File: src/core/mhrf_map.svh
// Purpose: Byte codes, field limits and sizes of the message header framer
// Assumes: Included by the package and the design modules
// Notes:   Definitions only
`ifndef MHRF_MAP_SVH
`define MHRF_MAP_SVH

// Escape byte in binary mode
`define MHRF_DLE 8'h10
// Frame identification bytes
`define MHRF_FID_EXT 8'hF8
`define MHRF_FID_BASIC 8'hF9
// Station number limits
`define MHRF_STN_MAX 8'h1F
`define MHRF_STN_ALL 8'hFF
// Network number limits
`define MHRF_NET_LOCAL 8'h00
`define MHRF_NET_MAX 8'hEF
`define MHRF_NET_VIA 8'hFE
// Controller number for local or multidrop target
`define MHRF_PC_LOCAL 8'hFF
// Count bytes added by frame id, station, network, controller
`define MHRF_CNT_FIXED 16'h0004
// Byte count width on the link
`define MHRF_CNT_W 16
// ASCII hex digit codes
`define MHRF_CH_0 8'h30
`define MHRF_CH_9 8'h39
`define MHRF_CH_A 8'h41
`define MHRF_CH_F 8'h46
`define MHRF_CH_A_OFS 4'hA

`endif

File: src/core/mhrf_pkg.sv
// Purpose: Types and helpers shared by the header framer modules
// Assumes: mhrf_map.svh holds every number
// Notes:   Field order follows the header on the link
`default_nettype none
`include "mhrf_map.svh"

package mhrf_pkg;

    // Header field being handled, Gray along the ASCII path
    typedef enum logic [2:0] {
        F_IDLE = 3'b000,
        F_BLK = 3'b001,
        F_FID = 3'b011,
        F_STN = 3'b010,
        F_NET = 3'b110,
        F_PC = 3'b111,
        F_CNT = 3'b100
    } mhrf_fld_e;

    // Receive side state
    typedef struct packed {
        mhrf_fld_e fld;
        logic half;
        logic esc;
        logic cidx;
        logic [3:0] hi;
    } mhrf_rx_s;

    // Transmit side state
    typedef struct packed {
        mhrf_fld_e fld;
        logic half;
        logic escd;
        logic out_v;
        logic [7:0] out_b;
        logic ext;
        logic [7:0] blk;
        logic [7:0] stn;
        logic [7:0] net;
        logic [7:0] pc;
        logic [15:0] cnt;
    } mhrf_tx_s;

    // Field that follows a given one
    function automatic mhrf_fld_e mhrf_next(input mhrf_fld_e f);
        case (f)
            F_BLK: mhrf_next = F_FID;
            F_CNT: mhrf_next = F_FID;
            F_FID: mhrf_next = F_STN;
            F_STN: mhrf_next = F_NET;
            F_NET: mhrf_next = F_PC;
            default: mhrf_next = F_IDLE;
        endcase
    endfunction : mhrf_next

    // Nibble to upper-case ASCII hex digit
    function automatic logic [7:0] mhrf_nib2asc(input logic [3:0] v);
        if (v < `MHRF_CH_A_OFS) begin
            mhrf_nib2asc = `MHRF_CH_0 + {4'h0, v};
        end else begin
            mhrf_nib2asc = `MHRF_CH_A + {4'h0, v - `MHRF_CH_A_OFS};
        end
    endfunction : mhrf_nib2asc

endpackage : mhrf_pkg
`default_nettype wire

File: src/core/mhrf_hexdec.sv
// Purpose: ASCII hex digit decoder for received header characters
// Assumes: Digits 0-9 and upper-case A-F only
// Notes:   Purely combinational
`timescale 1ns/10ps
`default_nettype none
`include "mhrf_map.svh"

module mhrf_hexdec (
    input wire logic [7:0] ch, // Received character
    output logic [3:0] nib, // Decoded nibble
    output logic ok // Character is a hex digit
);

    // Map digit ranges onto nibble values
    always_comb begin
        nib = 4'h0;
        ok = 1'b0;
        if (ch >= `MHRF_CH_0 && ch <= `MHRF_CH_9) begin
            nib = 4'(ch - `MHRF_CH_0);
            ok = 1'b1;
        end else if (ch >= `MHRF_CH_A && ch <= `MHRF_CH_F) begin
            nib = 4'(ch - `MHRF_CH_A) + `MHRF_CH_A_OFS;
            ok = 1'b1;
        end
    end

endmodule : mhrf_hexdec
`default_nettype wire

File: src/core/mhrf_framer.sv
// Purpose: Parse and build message header route fields on the serial link
// Assumes: Bytes arrive and leave on clk; strap pins are asynchronous
// Notes:   Control codes, command, data and sum check handled elsewhere
`timescale 1ns/10ps
`default_nettype none
`include "mhrf_map.svh"

module mhrf_framer
    import mhrf_pkg::*;
#(
    parameter int REST_W = 16 // Width of the remaining-length input
) (
    input wire logic clk, // 50 MHz clock
    input wire logic reset_n, // Asynchronous reset, active low
    input wire logic ascii_mode, // Strap: 1 ASCII, 0 binary
    input wire logic block_fmt, // Strap: ASCII header carries block no
    input wire logic [4:0] own_station, // Strap: module station number
    input wire logic rx_start, // Pulse: header begins next byte
    input wire logic rx_valid, // Received byte strobe
    input wire logic [7:0] rx_data, // Received byte
    output logic rx_done, // Pulse: header finished
    output logic rx_accept, // Header addressed here and routable
    output logic rx_drop, // Header to be discarded silently
    output logic rx_err, // Header malformed
    output logic rx_global, // Accepted header's station field was the global address
    output logic rx_ext, // Extended frame format seen
    output logic [7:0] rx_block, // Block number
    output logic [7:0] rx_station, // Station number
    output logic [7:0] rx_network, // Network number
    output logic [7:0] rx_pc, // Controller number
    input wire logic tx_start, // Pulse: build a response header
    output logic tx_start_ready, // Encoder idle, start is taken
    input wire logic tx_ext, // ASCII extended frame when set
    input wire logic [7:0] tx_block, // Block number to send
    input wire logic [7:0] tx_station, // Station number to send
    input wire logic [7:0] tx_network, // Network number to send
    input wire logic [7:0] tx_pc, // Controller number to send
    input wire logic [REST_W-1:0] tx_rest_len, // Bytes after controller
    output logic tx_valid, // Output byte valid
    input wire logic tx_ready, // Downstream takes the byte
    output logic [7:0] tx_data, // Output byte
    output logic tx_busy // Encoder still working
);

    // Count must fit the link field
    if (REST_W < 1 || REST_W > `MHRF_CNT_W) begin : g_chk
        $error("REST_W must be 1 to 16");
    end

    ////////////////////////////////////////////////////////////////////////
    // State

    // Whole module state
    typedef struct packed {
        logic [6:0] s1; // Strap sync stage 1
        logic [6:0] s2; // Strap sync stage 2
        logic [6:0] s3; // Strap sync stage 3
        logic [6:0] cfg; // Accepted strap value
        mhrf_rx_s rx; // Parser progress
        logic done; // Header finished pulse
        logic acc; // Accept verdict
        logic drop; // Silent discard verdict
        logic err; // Format error verdict
        logic glob; // Global address seen
        logic ext; // Extended frame seen
        logic [7:0] blk; // Parsed block number
        logic [7:0] stn; // Parsed station
        logic [7:0] net; // Parsed network
        logic [7:0] pc; // Parsed controller
        mhrf_tx_s tx; // Encoder state
    } mhrf_state_s;

    mhrf_state_s r; // Registered state
    mhrf_state_s n; // Next state

    logic ascii; // Accepted ASCII mode
    logic fmt2; // Accepted block number option
    logic [7:0] mystn; // Accepted own station
    logic [3:0] hex_nib; // Decoded received digit
    logic hex_ok; // Received byte is a digit
    logic got; // A whole field byte assembled
    logic [7:0] gb; // The assembled field byte
    logic bad; // Received byte breaks the format
    logic route_ok; // Network and controller routable
    logic addr; // Station names this module
    logic adv; // Output slot free for next byte
    logic [7:0] fb; // Field byte being sent
    logic last; // Last character of this field

    assign ascii = r.cfg[6];
    assign fmt2 = r.cfg[5];
    assign mystn = {3'h0, r.cfg[4:0]};

    // Digit decode of the received character
    mhrf_hexdec u_hex (
        .ch(rx_data),
        .nib(hex_nib),
        .ok(hex_ok)
    );

    ////////////////////////////////////////////////////////////////////////
    // Next state

    // Strap sync, header parse, header build
    always_comb begin
        n = r;
        n.done = 1'b0;
        got = 1'b0;
        gb = 8'h00;
        bad = 1'b0;
        route_ok = 1'b0;
        addr = 1'b0;
        fb = 8'h00;
        last = 1'b0;
        adv = !r.tx.out_v || tx_ready;

        // Straps: accept once stages two and three agree
        n.s1 = {ascii_mode, block_fmt, own_station};
        n.s2 = r.s1;
        n.s3 = r.s2;
        if (r.s2 == r.s3) begin
            n.cfg = r.s3;
        end

        // Receive: assemble one field byte per step
        if (rx_start) begin
            if (ascii) begin
                n.rx.fld = fmt2 ? F_BLK : F_FID;
            end else begin
                n.rx.fld = F_CNT;
            end
            n.rx.half = 1'b0;
            n.rx.esc = 1'b0;
            n.rx.cidx = 1'b0;
        end else if (rx_valid && r.rx.fld != F_IDLE) begin
            if (ascii) begin
                // Two digits, high nibble first
                if (!hex_ok) begin
                    bad = 1'b1;
                end else if (!r.rx.half) begin
                    n.rx.hi = hex_nib;
                    n.rx.half = 1'b1;
                end else begin
                    got = 1'b1;
                    gb = {r.rx.hi, hex_nib};
                    n.rx.half = 1'b0;
                end
            end else if (r.rx.esc) begin
                // Second of a doubled escape byte
                n.rx.esc = 1'b0;
                if (rx_data == `MHRF_DLE) begin
                    got = 1'b1;
                    gb = `MHRF_DLE;
                end else begin
                    bad = 1'b1;
                end
            end else if (rx_data == `MHRF_DLE) begin
                n.rx.esc = 1'b1;
            end else begin
                got = 1'b1;
                gb = rx_data;
            end
        end

        // Receive: act on the completed field byte
        if (got) begin
            case (r.rx.fld)
                F_CNT: begin
                    // Value discarded, two bytes skipped
                    n.rx.cidx = 1'b1;
                    if (r.rx.cidx) begin
                        n.rx.fld = mhrf_next(r.rx.fld);
                    end
                end
                F_BLK: begin
                    // Every byte value legal, no sequence check
                    n.blk = gb;
                    n.rx.fld = mhrf_next(r.rx.fld);
                end
                F_FID: begin
                    if (gb == `MHRF_FID_EXT) begin
                        n.ext = 1'b1;
                    end else if (ascii && gb == `MHRF_FID_BASIC) begin
                        n.ext = 1'b0;
                    end else begin
                        bad = 1'b1;
                    end
                    n.rx.fld = mhrf_next(r.rx.fld);
                end
                F_STN: begin
                    n.stn = gb;
                    if (gb > `MHRF_STN_MAX && gb != `MHRF_STN_ALL) begin
                        bad = 1'b1;
                    end
                    n.rx.fld = mhrf_next(r.rx.fld);
                end
                F_NET: begin
                    n.net = gb;
                    n.rx.fld = mhrf_next(r.rx.fld);
                end
                F_PC: begin
                    n.pc = gb;
                    // Networks 240 up, save 254, are not routed
                    route_ok = (r.net <= `MHRF_NET_MAX) ||
                        (r.net == `MHRF_NET_VIA);
                    // Local controller only on network zero
                    if (gb == `MHRF_PC_LOCAL &&
                        r.net != `MHRF_NET_LOCAL) begin
                        route_ok = 1'b0;
                    end
                    addr = (r.stn == mystn) ||
                        (r.stn == `MHRF_STN_ALL);
                    n.acc = addr && route_ok;
                    n.drop = !(addr && route_ok);
                    // Global only for an accepted FF station
                    n.glob = addr && route_ok &&
                        (r.stn == `MHRF_STN_ALL);
                    n.err = 1'b0;
                    n.done = 1'b1;
                    n.rx.fld = mhrf_next(r.rx.fld);
                end
                default: begin
                    n.rx.fld = F_IDLE;
                end
            endcase
        end

        // Malformed header ends the parse at once
        if (bad) begin
            n.rx.fld = F_IDLE;
            n.rx.half = 1'b0;
            n.rx.esc = 1'b0;
            n.done = 1'b1;
            n.err = 1'b1;
            n.acc = 1'b0;
            n.drop = 1'b1;
            n.glob = 1'b0;
        end

        // Transmit: slot emptied by downstream
        if (adv) begin
            n.tx.out_v = 1'b0;
        end

        // Transmit: latch fields and work out the count
        if (tx_start && r.tx.fld == F_IDLE) begin
            n.tx.ext = tx_ext;
            n.tx.blk = tx_block;
            n.tx.stn = tx_station;
            n.tx.net = tx_network;
            n.tx.pc = tx_pc;
            n.tx.cnt = `MHRF_CNT_FIXED + 16'(tx_rest_len);
            n.tx.half = 1'b0;
            n.tx.escd = 1'b0;
            if (ascii) begin
                n.tx.fld = fmt2 ? F_BLK : F_FID;
            end else begin
                n.tx.fld = F_CNT;
            end
        end else if (adv && r.tx.fld != F_IDLE) begin
            // Pick the byte of the current field
            case (r.tx.fld)
                F_CNT: fb = r.tx.half ? r.tx.cnt[15:8] : r.tx.cnt[7:0];
                F_BLK: fb = r.tx.blk;
                F_FID: begin
                    if (ascii && !r.tx.ext) begin
                        fb = `MHRF_FID_BASIC;
                    end else begin
                        fb = `MHRF_FID_EXT;
                    end
                end
                F_STN: fb = r.tx.stn;
                F_NET: fb = r.tx.net;
                F_PC: fb = r.tx.pc;
                default: fb = 8'h00;
            endcase
            n.tx.out_v = 1'b1;
            if (ascii) begin
                // High digit first, then low digit
                if (r.tx.half) begin
                    n.tx.out_b = mhrf_nib2asc(fb[3:0]);
                end else begin
                    n.tx.out_b = mhrf_nib2asc(fb[7:4]);
                end
                last = r.tx.half;
                n.tx.half = !r.tx.half;
            end else if (fb == `MHRF_DLE && !r.tx.escd) begin
                // Insert the escape ahead of the real byte
                n.tx.out_b = `MHRF_DLE;
                n.tx.escd = 1'b1;
            end else begin
                n.tx.out_b = fb;
                n.tx.escd = 1'b0;
                if (r.tx.fld == F_CNT && !r.tx.half) begin
                    n.tx.half = 1'b1;
                end else begin
                    last = 1'b1;
                end
            end
            if (last) begin
                n.tx.half = 1'b0;
                n.tx.fld = mhrf_next(r.tx.fld);
            end
        end
    end

    ////////////////////////////////////////////////////////////////////////
    // Registers

    // All state cleared on reset
    always_ff @(posedge clk or negedge reset_n) begin
        if (!reset_n) begin
            r <= '0;
        end else begin
            r <= n;
        end
    end

    ////////////////////////////////////////////////////////////////////////
    // Outputs

    assign rx_done = r.done;
    assign rx_accept = r.acc;
    assign rx_drop = r.drop;
    assign rx_err = r.err;
    assign rx_global = r.glob;
    assign rx_ext = r.ext;
    assign rx_block = r.blk;
    assign rx_station = r.stn;
    assign rx_network = r.net;
    assign rx_pc = r.pc;
    assign tx_start_ready = (r.tx.fld == F_IDLE);
    assign tx_valid = r.tx.out_v;
    assign tx_data = r.tx.out_b;
    assign tx_busy = (r.tx.fld != F_IDLE) || r.tx.out_v;

endmodule : mhrf_framer
`default_nettype wire

File: config.mk
export PLATFORM = sky130hd
export DESIGN_NAME = mhrf_framer
export DESIGN_NICKNAME = d
export VERILOG_FILES = /design/src/core/mhrf_pkg.sv /design/src/core/mhrf_hexdec.sv /design/src/core/mhrf_framer.sv
export VERILOG_INCLUDE_DIRS = /design/src /design/src/core
export SDC_FILE = /design/constraint.sdc
export NUM_CORES = 1
export LEC_CHECK = 0
export ABC_AREA = 1
export BUFFER_PORTS_ARGS = -buffer_cell sky130_fd_sc_hd__buf_2
export CAP_MARGIN = 0
export CORE_ASPECT_RATIO = 0.5
export CORE_UTILIZATION = 50
export CTS_CLUSTER_SIZE = 10
export DETAILED_ROUTE_END_ITERATION = 6
export PLACE_DENSITY = 0.72
export RECOVER_POWER = 50
export REMOVE_ABC_BUFFERS = 1
export SYNTH_ARGS = -nofsm -noshare
export SYNTH_HDL_FRONTEND = slang
export SYNTH_SLANG_ARGS = --single-unit
File: constraint.sdc
create_clock -name clk -period 3.9 [get_ports clk]
set_input_delay 0.78 -clock clk [delete_from_list [all_inputs] [get_ports clk]]
set_output_delay 0.78 -clock clk [all_outputs]
set_load 0.02 [all_outputs]
---- After elaboration in Yosys (flattened, before gate mapping) ----
Cells that the tools add are included.
storage, ports and cells
  bits in registers ....................... 139
  bits of input ports ..................... 70
  output and inout port bits .............. 49
  word-level logic and storage cells ...... 211
cells by class
  add/sub/neg operators ................... 10
  magnitude comparators ................... 8
  eq/ne operators ......................... 25
  multiplexer cells ....................... 86
  bitwise gates (word level) .............. 3
  reduce and logical (&&, ||, !) cells .... 49
operators by type and width
  kind                   count
  $mux 8                 19
  $pmux 8 s6             1
  $mux 1                 45
  $eq 8x8->1 const B     5
  $mux 38                1
  $mux 5                 5
  $eq 3x3->1 const B     6
  $reduce_and 2->1       9
  $add 3x16->16 const A  1
  $add 7x4->8 const A    2
  $eq 8x5->1 const B     2
  $pmux 3 s5             1
  $reduce_bool 3->1      5
  $add 6x4->7 const A    2
  $mux 14                1
  $logic_and 1x1->1      13
  $eq 3x2->1 const B     4
  $mux 3                 4
  $mux 4                 3
  $pmux 3 s4             1
  $reduce_bool 2->1      5
  $mux 9                 1
  $reduce_and 3->1       3
  $eq 8x5->1             1
  other kinds (26)       41

---- Depth between registers and ports, before layout ----
Gate-level depths: netlist of the first run.
  depth in word-level cells ............... 19
  mapped depth ............................ 19
  mapped depth without buffers ............ 19

---- By module ----
From an unflattened synthesis of the first run, not the netlist that was laid out.
second synthesis, totals
  cell total of the unflattened synthesis .. 931
  area total of the unflattened synthesis .. 7477.2 um^2
by module, submodules not included
  module       times used  cells each  area each (um^2)  sequential area each (um^2)
  mhrf_framer  1           893         7265.7            3478.3
  mhrf_hexdec  1           38          211.5             0.0

---- Least setup slack after synthesis of the first run ----
OpenSTA, ideal clock, no wires.
  path type ............................... input to register
  start ................................... input rx_data[0]
  end ..................................... register r (netlist bit rx_drop)
  setup time .............................. 127 ps
  data arrival time ....................... 2349 ps
  required time ........................... 3773 ps
  path slack .............................. 1424 ps
  stages on the path ...................... 18
  buffers on the path ..................... 0
  path through ............................ inv_1 ha_1 o21ai_1 nand2_2 nand2_2 nand2_1 nand2_1 nand4_1 nand2_1 nand3_1 nor2_2 nand2_1 nand2_1 nand2_2 nand2_4 nand2_4 inv_2 o211ai_2
between the ends
  longest elaborated chain between the ends .. 19
  elaborated cells on any way between the ends .. 58
  those cells by class .................... add/sub (3); order compare (5); eq/ne (5); mux (35); reduce/logical (10)
ends and longest elaborated chain
  element                                                              line                text
  start, declared                                                      mhrf_framer.sv:20   input wire logic [7:0] rx_data,
  parallel branches: the longest is 19 deep, another holds $gt 8x5->1  n/a
  end signal, assigned                                                 mhrf_framer.sv:315  r <= n;
  end, declared                                                        mhrf_framer.sv:73   mhrf_state_s r;
Parallel ways; which one is timed is not known. The select of a mux whose other input is x is not followed.
A chain may end at the register's enable or synchronous reset.

==> results of run 1 <==
[final cells by class]
class,count,area [um2]
Fill cell,1331,5950
Multi-Input combinational cell,603,3200
Timing Repair Buffer,128,662
Inverter,124,468
Sequential cell,139,3480
Tap cell,198,248
Clock inverter,10,139
Clock buffer,22,474
[layer usage]
metal	routed length (um)	up-vias	track usage, %
met5	0	-	0
met4	383	0	9.96
met3	913	41	4.63
met2	8040	208	38.4
met1	8270	2938	32.1
li1	-	3125	-
[synth_stat cells (7+ instances only)]
library cell  number  area [um2]
o22ai_1           11        68.8
o21ai_0           98         490
o21ai_1            9        45.0
ha_1              14         175
clkbuf_1          11        41.3
nand4_1            9        56.3
nand2_2           12        75.1
nor2_2            11        68.8
dfrtp_1          139        3480
nor3_1             7        35.0
buf_4             40         300
inv_2              9        33.8
o211ai_1           9        67.6
xor2_1            12         105
inv_1            113         424
nand3_1           49         245
nand2_1          227         852
o21ai_2            7        61.3
a21oi_1           18        90.1
nor2_1            52         195
buf_2              9        45.0
[per-stage QoR]
stage          worst slack, ps  power (mW)  instance area [um2]  utilization (%)
3_5_place_dp               969        4.59                 8070             55.2
6_report                  1120        6.30                 8670             59.3
4_1_cts                   1170        6.30                 8680             59.4
2_1_floorplan             1210        3.85                 7150                -
3_3_place_gp              1010        4.52                 8070             55.2
5_1_grt                    547        6.76                 8670             59.3
[worst max path at each step]
stage	end	slack [ps]
3_3_place_gp	rx_global$_DFFE_PN0P_	1010
5_1_grt	r[61]$_DFFE_PN0P_	550
4_1_cts	r[62]$_DFFE_PN0P_	1170
3_5_place_dp	rx_global$_DFFE_PN0P_	970
2_1_floorplan	rx_global$_DFFE_PN0P_	1210
6_report	r[19]$_DFFE_PN0P_	1120
[logic make-up (layout without fill, tap and decap cells)]
kind of cell / Yosys count / in the layout / share of synthesized area (%)
and+or+nand+nor: 401 / 401 / 24.8
buffers and inverters: 190 / 284 / 11.8
AOI/OAI and AO/OA: 167 / 167 / 12.5
DFF: 139 / 139 / 45.9
xor gates and xnor gates: 18 / 18 / 2.08
adders and majority gates: 14 / 14 / 2.31
muxes: 3 / 3 / 0.545
[worst register-to-register path, stage by stage, from the launching register on]
cell	delay (ps)
dfrtp_1	530
inv_1	140
nand3_2	140
inv_1	110
nand2_1	70
nand2_1	60
nor3_2	410
ha_1	240
nand3b_1	80
nor3_2	240
nand2_2	120
o21ai_2	140
nor2_1	100
nor2_4	130
nand2_1	60
o211ai_1	90
[state kept, by name, indices dropped and copies added (netlist names)]
signal      cells
r              71
n              14
rx_block        8
rx_network      8
rx_pc           8
rx_station      8
tx_data         8
mystn           5
ascii           1
fmt2            1
rx_accept       1
rx_done         1
rx_drop         1
rx_err          1
rx_ext          1
rx_global       1
tx_valid        1
[where the power goes]
part / internal [mW] / switching [mW] / leakage (nW) / total, mW
combinational: 0.824 / 1.66 / 2.35 / 2.48
sequential: 1.87 / 0.267 / 1.75 / 2.13
clock: 1.06 / 0.628 / 0.300 / 1.69
total: 3.75 / 2.55 / 4.40 / 6.30
==> impl_metrics.py, run 1 <==
metrics = {
    "run_status": {
        "status": "finished, violations left",
        "violations": "max-capacitance violations, max-slew violations",
    },
    "critical_path": {
        "critPathTopFamily": "buffers and inverters",
        "reg2reg_from": "r[62]$_DFFE_PN0P_",
        "cp-start-kind": "input port",
        "worstSetupStartpoint": "reset_n",
        "r2r_cells": 15,
        "worstPathBufferInverterCount": 1,
        "required_ps": 3840,
        "worst-setup-path-type": "input port to async pin",
        "crit_arrival_ps": 2720,
        "cp_max_fo": 111,
        "cp.depth": 1,
        "r2r_setup_slack_ps": 1160,
        "worstPathCellList": "clkbuf_2",
        "critPathMaxStageDelay_ps": 1830,
        "critPathSlowestCell": "clkbuf_2",
        "worstReg2RegEnd": "r[62]$_DFFE_PN0P_",
        "worstSetupEndpointType": "async pin",
    },
    "worst_hold_path": {
        "hp-class": "flip-flop to flip-flop",
        "holdPathEnd": "n[121]$_DFF_PN0_",
        "min_from": "n[128]$_DFF_PN0_",
        "hold_depth": 0,
    },
    "final_layout": {
        "diodes": 0,
        "final_common_cell": "nand2_1",
        "fin_cells": 1224,
        "drive_gt1_share_pct": 22.2,
        "layout_common_cells": "nand2_1 (227), dfrtp_1 (139), buf_2 (117)",
        "area_growth_pct": 14.5,
        "layout.nets": 1097,
    },
    "sta": {
        "rsz0062_at_grt": "false",
        "period_needed_ps": 2780,
        "worst_pin_slew_ps": 2660,
        "skew_ps": 10.8,
        "slew_violations": 112,
        "fmaxAchievable_mhz": 360,
        "post-route-period-util_pct": 71.3,
        "final-hold-violation-count": 0,
        "relSlewSlack_pct": -77.4,
        "final.setup.tns_ps": 0,
        "setup_viol": 0,
        "hold_slack_ps": 348,
    },
    "routing": {
        "finalWirelength_um": 17600,
        "via_per_inst": 5.16,
        "drtPass1Iterations": 5,
        "vias": 6312,
        "antenna_left": 0,
        "drt_iter0_drc": 403,
        "drc": 0,
        "wl_per_cell_um": 14.4,
    },
    "cts": {
        "cts-root-buf": "clkbuf_16",
        "postCtsSetupBuffers": 0,
        "cts_resized": 0,
        "h-tree-depth": 4,
        "clockBufferDepth": 2,
        "numCtsBuffers": 17,
        "clock-sinks": 139,
        "clkLatencyLatePin_ps": 420,
        "cts_hold_buffers": 0,
        "tritoncts": "built",
        "clkSlewWorstSetupHoldPaths_ps": 50,
    },
    "floorplan": {
        "num_io_pins": 119,
        "dieArea_mm2": 0.0157,
        "fp.dieH_um": 89.0,
        "die-width_um": 176,
        "rows": 31,
        "core-area_mm2": 0.0146,
        "initial_utilization_pct": 51.8,
    },
    "power_and_ir_drop": {
        "peakVddDrop_mv": 0.383,
        "p_leak_nw": 4.40,
        "p_per_area_mw_per_mm2": 726,
    },
    "global_routing": {
        "overflow": 0,
        "grt_max_degree": 112,
        "antenna_found_initial": 0,
        "grt_usage_pct": 23.9,
        "grt_pass1_vias": 6018,
        "grt_pass1_wl_um": 29200,
    },
    "logic_synthesis": {
        "synth_area_mm2": 0.00757,
        "synth_cell_types": 52,
        "yosysSeqAreaShare_pct": 45.9,
        "ys_ff_latch": 139,
        "synth_edf_count": 0,
        "synth_area_per_cell_um2": 8.13,
        "ys_async_sr_fraction_pct": 100,
        "synth-main-ff-cell": "dfrtp_1",
        "synth_cells": 932,
        "yosys_warnings": 0,
    },
    "run": {
        "maxCapViolCount": 1,
    },
    "placed_design": {
        "numPlacedInstances": 1192,
        "hpwl_um": 12700,
        "gp_congestion": 0.902,
        "portBuffers": 118,
    },
}
Note: power is estimated with default switching activity, not from simulation.
==> run 2: changes to the inputs <==
PLACE_DENSITY = 0.75   (was 0.72)
clock period = 2.4 ns   (was 3.9 ns; I/O delays follow)
==> run 2 against run 1 <==
Net effect: the run ends with negative setup slack left; count of clock-buffer cells in the layout down 2; sequential share of layout area down 3.6 points; power up 90%; critical path type is now flip-flop to flip-flop; critical endpoint is now tx_data[2]$_DFFE_PN0P_; largest cell class unchanged; largest power group unchanged.
==> impl_metrics.py, run 2 (synthesis results as in run 1) <==
metrics = {
    "critical_path": {
        "worstSetupStartpoint": "r[61]$_DFFE_PN0P_",
        "reg2reg_from": "r[61]$_DFFE_PN0P_",
        "crit_arrival_ps": 2790,
        "worstPathCellList": "inv_4, nor2_4, nand2_4, buf_6, nor2_2, nor3_2, nand3_2, inv_2, ha_1, inv_1, or2_2, nand3_1, o21ai_1, nand2_1, nand2_1, nand2_1, nand2_1",
        "critPathTopFamily": "simple AND/OR/NAND/NOR gates",
        "cp-start-kind": "flip-flop",
        "worstPathBufferInverterCount": 4,
        "critPathMaxStageDelay_ps": 450,
        "critPathMostFrequentCell": "nand2_1",
        "worstSetupEndpointType": "flip-flop",
        "cp_max_fo": 4,
        "critPathSlowestCell": "dfrtp_2",
        "required_ps": 2700,
        "worst-setup-path-type": "flip-flop to flip-flop",
    },
    "sta": {
        "fmaxAchievable_mhz": 402,
        "rsz0062_at_grt": "true",
        "skew_ps": 8.81,
        "final-hold-violation-count": 0,
        "slew_violations": 0,
        "post-route-period-util_pct": 104,
        "layout_setup_ws_ps": -86.6,
        "period_needed_ps": 2490,
        "setup_viol": 5,
        "worst_pin_slew_ps": 1440,
        "relSlewSlack_pct": 3.68,
    },
    "final_layout": {
        "layout_common_cells": "nand2_1 (220), dfrtp_1 (135), buf_2 (117)",
        "fin_cells": 1291,
        "final_core_util_pct": 65.2,
        "area_growth_pct": 25.9,
        "drive_gt1_share_pct": 31.7,
        "largest_reg_flops": 71,
        "final_common_cell": "nand2_1",
        "layout.nets": 1166,
        "top_register": "r",
        "diodes": 0,
        "fillers": 1165,
    },
    "cts": {
        "cts-root-buf": "clkbuf_16",
        "numCtsBuffers": 17,
        "h-tree-depth": 4,
        "clock-sinks": 139,
        "clkLatencyLatePin_ps": 420,
        "clkSlewWorstSetupHoldPaths_ps": 60,
        "cts_hold_buffers": 0,
        "clockBufferDepth": 2,
        "tritoncts": "built",
    },
    "placed_design": {
        "numPlacedInstances": 1248,
        "portBuffers": 118,
        "gp_congestion": 0.895,
        "hpwl_um": 13400,
    },
    "worst_hold_path": {
        "hp-class": "input port to flip-flop",
        "min_from": "own_station[0]",
    },
    "routing": {
        "antenna_left": 0,
        "finalWirelength_um": 19400,
        "drt_iter0_drc": 524,
        "wl_per_cell_um": 15.0,
        "vias": 6773,
        "via_per_inst": 5.25,
        "drtPass1Iterations": 6,
        "drc": 0,
    },
    "global_routing": {
        "grt_pass1_wl_um": 30500,
        "antenna_found_initial": 0,
        "overflow": 0,
        "grt_pass1_vias": 6364,
        "grt_usage_pct": 24.9,
        "grt_max_degree": 59,
    },
    "floorplan": {
        "core-area_mm2": 0.0146,
        "rows": 31,
        "initial_utilization_pct": 51.8,
        "die-width_um": 176,
        "fp.dieH_um": 89.0,
        "num_io_pins": 119,
        "dieArea_mm2": 0.0157,
    },
    "power_and_ir_drop": {
        "p_per_area_mw_per_mm2": 1250,
        "p_leak_nw": 4.82,
        "peakVddDrop_mv": 0.660,
        "power_mw": 12.0,
    },
    "run": {
        "maxCapViolCount": 0,
    },
    "run_status": {
        "violations": "negative setup slack",
        "status": "finished, violations left",
    },
}
[run 2: worst paths after layout]
check,slack [ps],depth (start not counted),to
setup / recovery,-90,17,tx_data[2]$_DFFE_PN0P_
hold / removal,170,1,n[125]$_DFF_PN0_
setup reg to reg,-90,17,tx_data[2]$_DFFE_PN0P_
hold reg to reg,350,0,n[119]$_DFF_PN0_
max in group asynchronous,460,2,r[47]$_DFFE_PN0P_
min in group asynchronous,400,1,rx_station[2]$_DFFE_PN0P_
[run 2: through the flow]
step	cell area (um2)	worst slack, ps	hold WS, ps	TNS, ps
CTS	9250	5.78	54.1	0
global route	9530	-189	158	-896
detailed placement	8540	-187	336	-2220
finish	9530	-86.6	171	-214
global placement	8540	-47.4	333	-119
floorplan	7150	-34.1	184	-69.5
[run 2: repair_timing]
action,4_1_cts,5_1_grt
pin swaps,2,9
endpoints found under the hold margin,0,0
endpoints found under the setup margin,5,20
buffers inserted,2,10
cloned,0,1
resized for setup,9,75
[run 2: power breakdown]
part | total, mW | switching [mW] | internal [mW]
Sequential | 3.47 | 0.434 | 3.04
Clock | 2.90 | 1.01 | 1.89
Combinational | 5.58 | 3.38 | 2.21
Total | 12.0 | 4.82 | 7.14
[run 2: cell type report]
cell class | count | area (um2) | share of cell area [%]
clock buffers | 20 | 457 | 4.79
clock inverters | 10 | 190 | 2.00
inverters | 124 | 478 | 5.01
multi-input cells | 604 | 3430 | 36.0
flip-flops and latches | 139 | 3480 | 36.5
well taps | 198 | 248 | 2.60
repair buffers | 196 | 1250 | 13.1
[run 2: worst register-to-register path: stages (launching register included)]
cell and delay [ps]:
dfrtp_2 450, inv_4 60, nor2_4 190, nand2_4 110, buf_6 140, nor2_2 90, nor3_2 60, nand3_2 120
inv_2 60, ha_1 290, inv_1 80, or2_2 300, nand3_1 120, o21ai_1 80, nand2_1 70, nand2_1 50
nand2_1 50, nand2_1 40
[run 2: per-layer routing]
metal  share of wire (%)  global-route usage, %  vias to the layer above
li1                    -                      -                     3264
met1                  44                   32.4                     3191
met2                  48                   43.0                      263
met3                 5.3                   3.87                       55
met4                 2.7                   8.70                        0
met5                   0                      0                        -
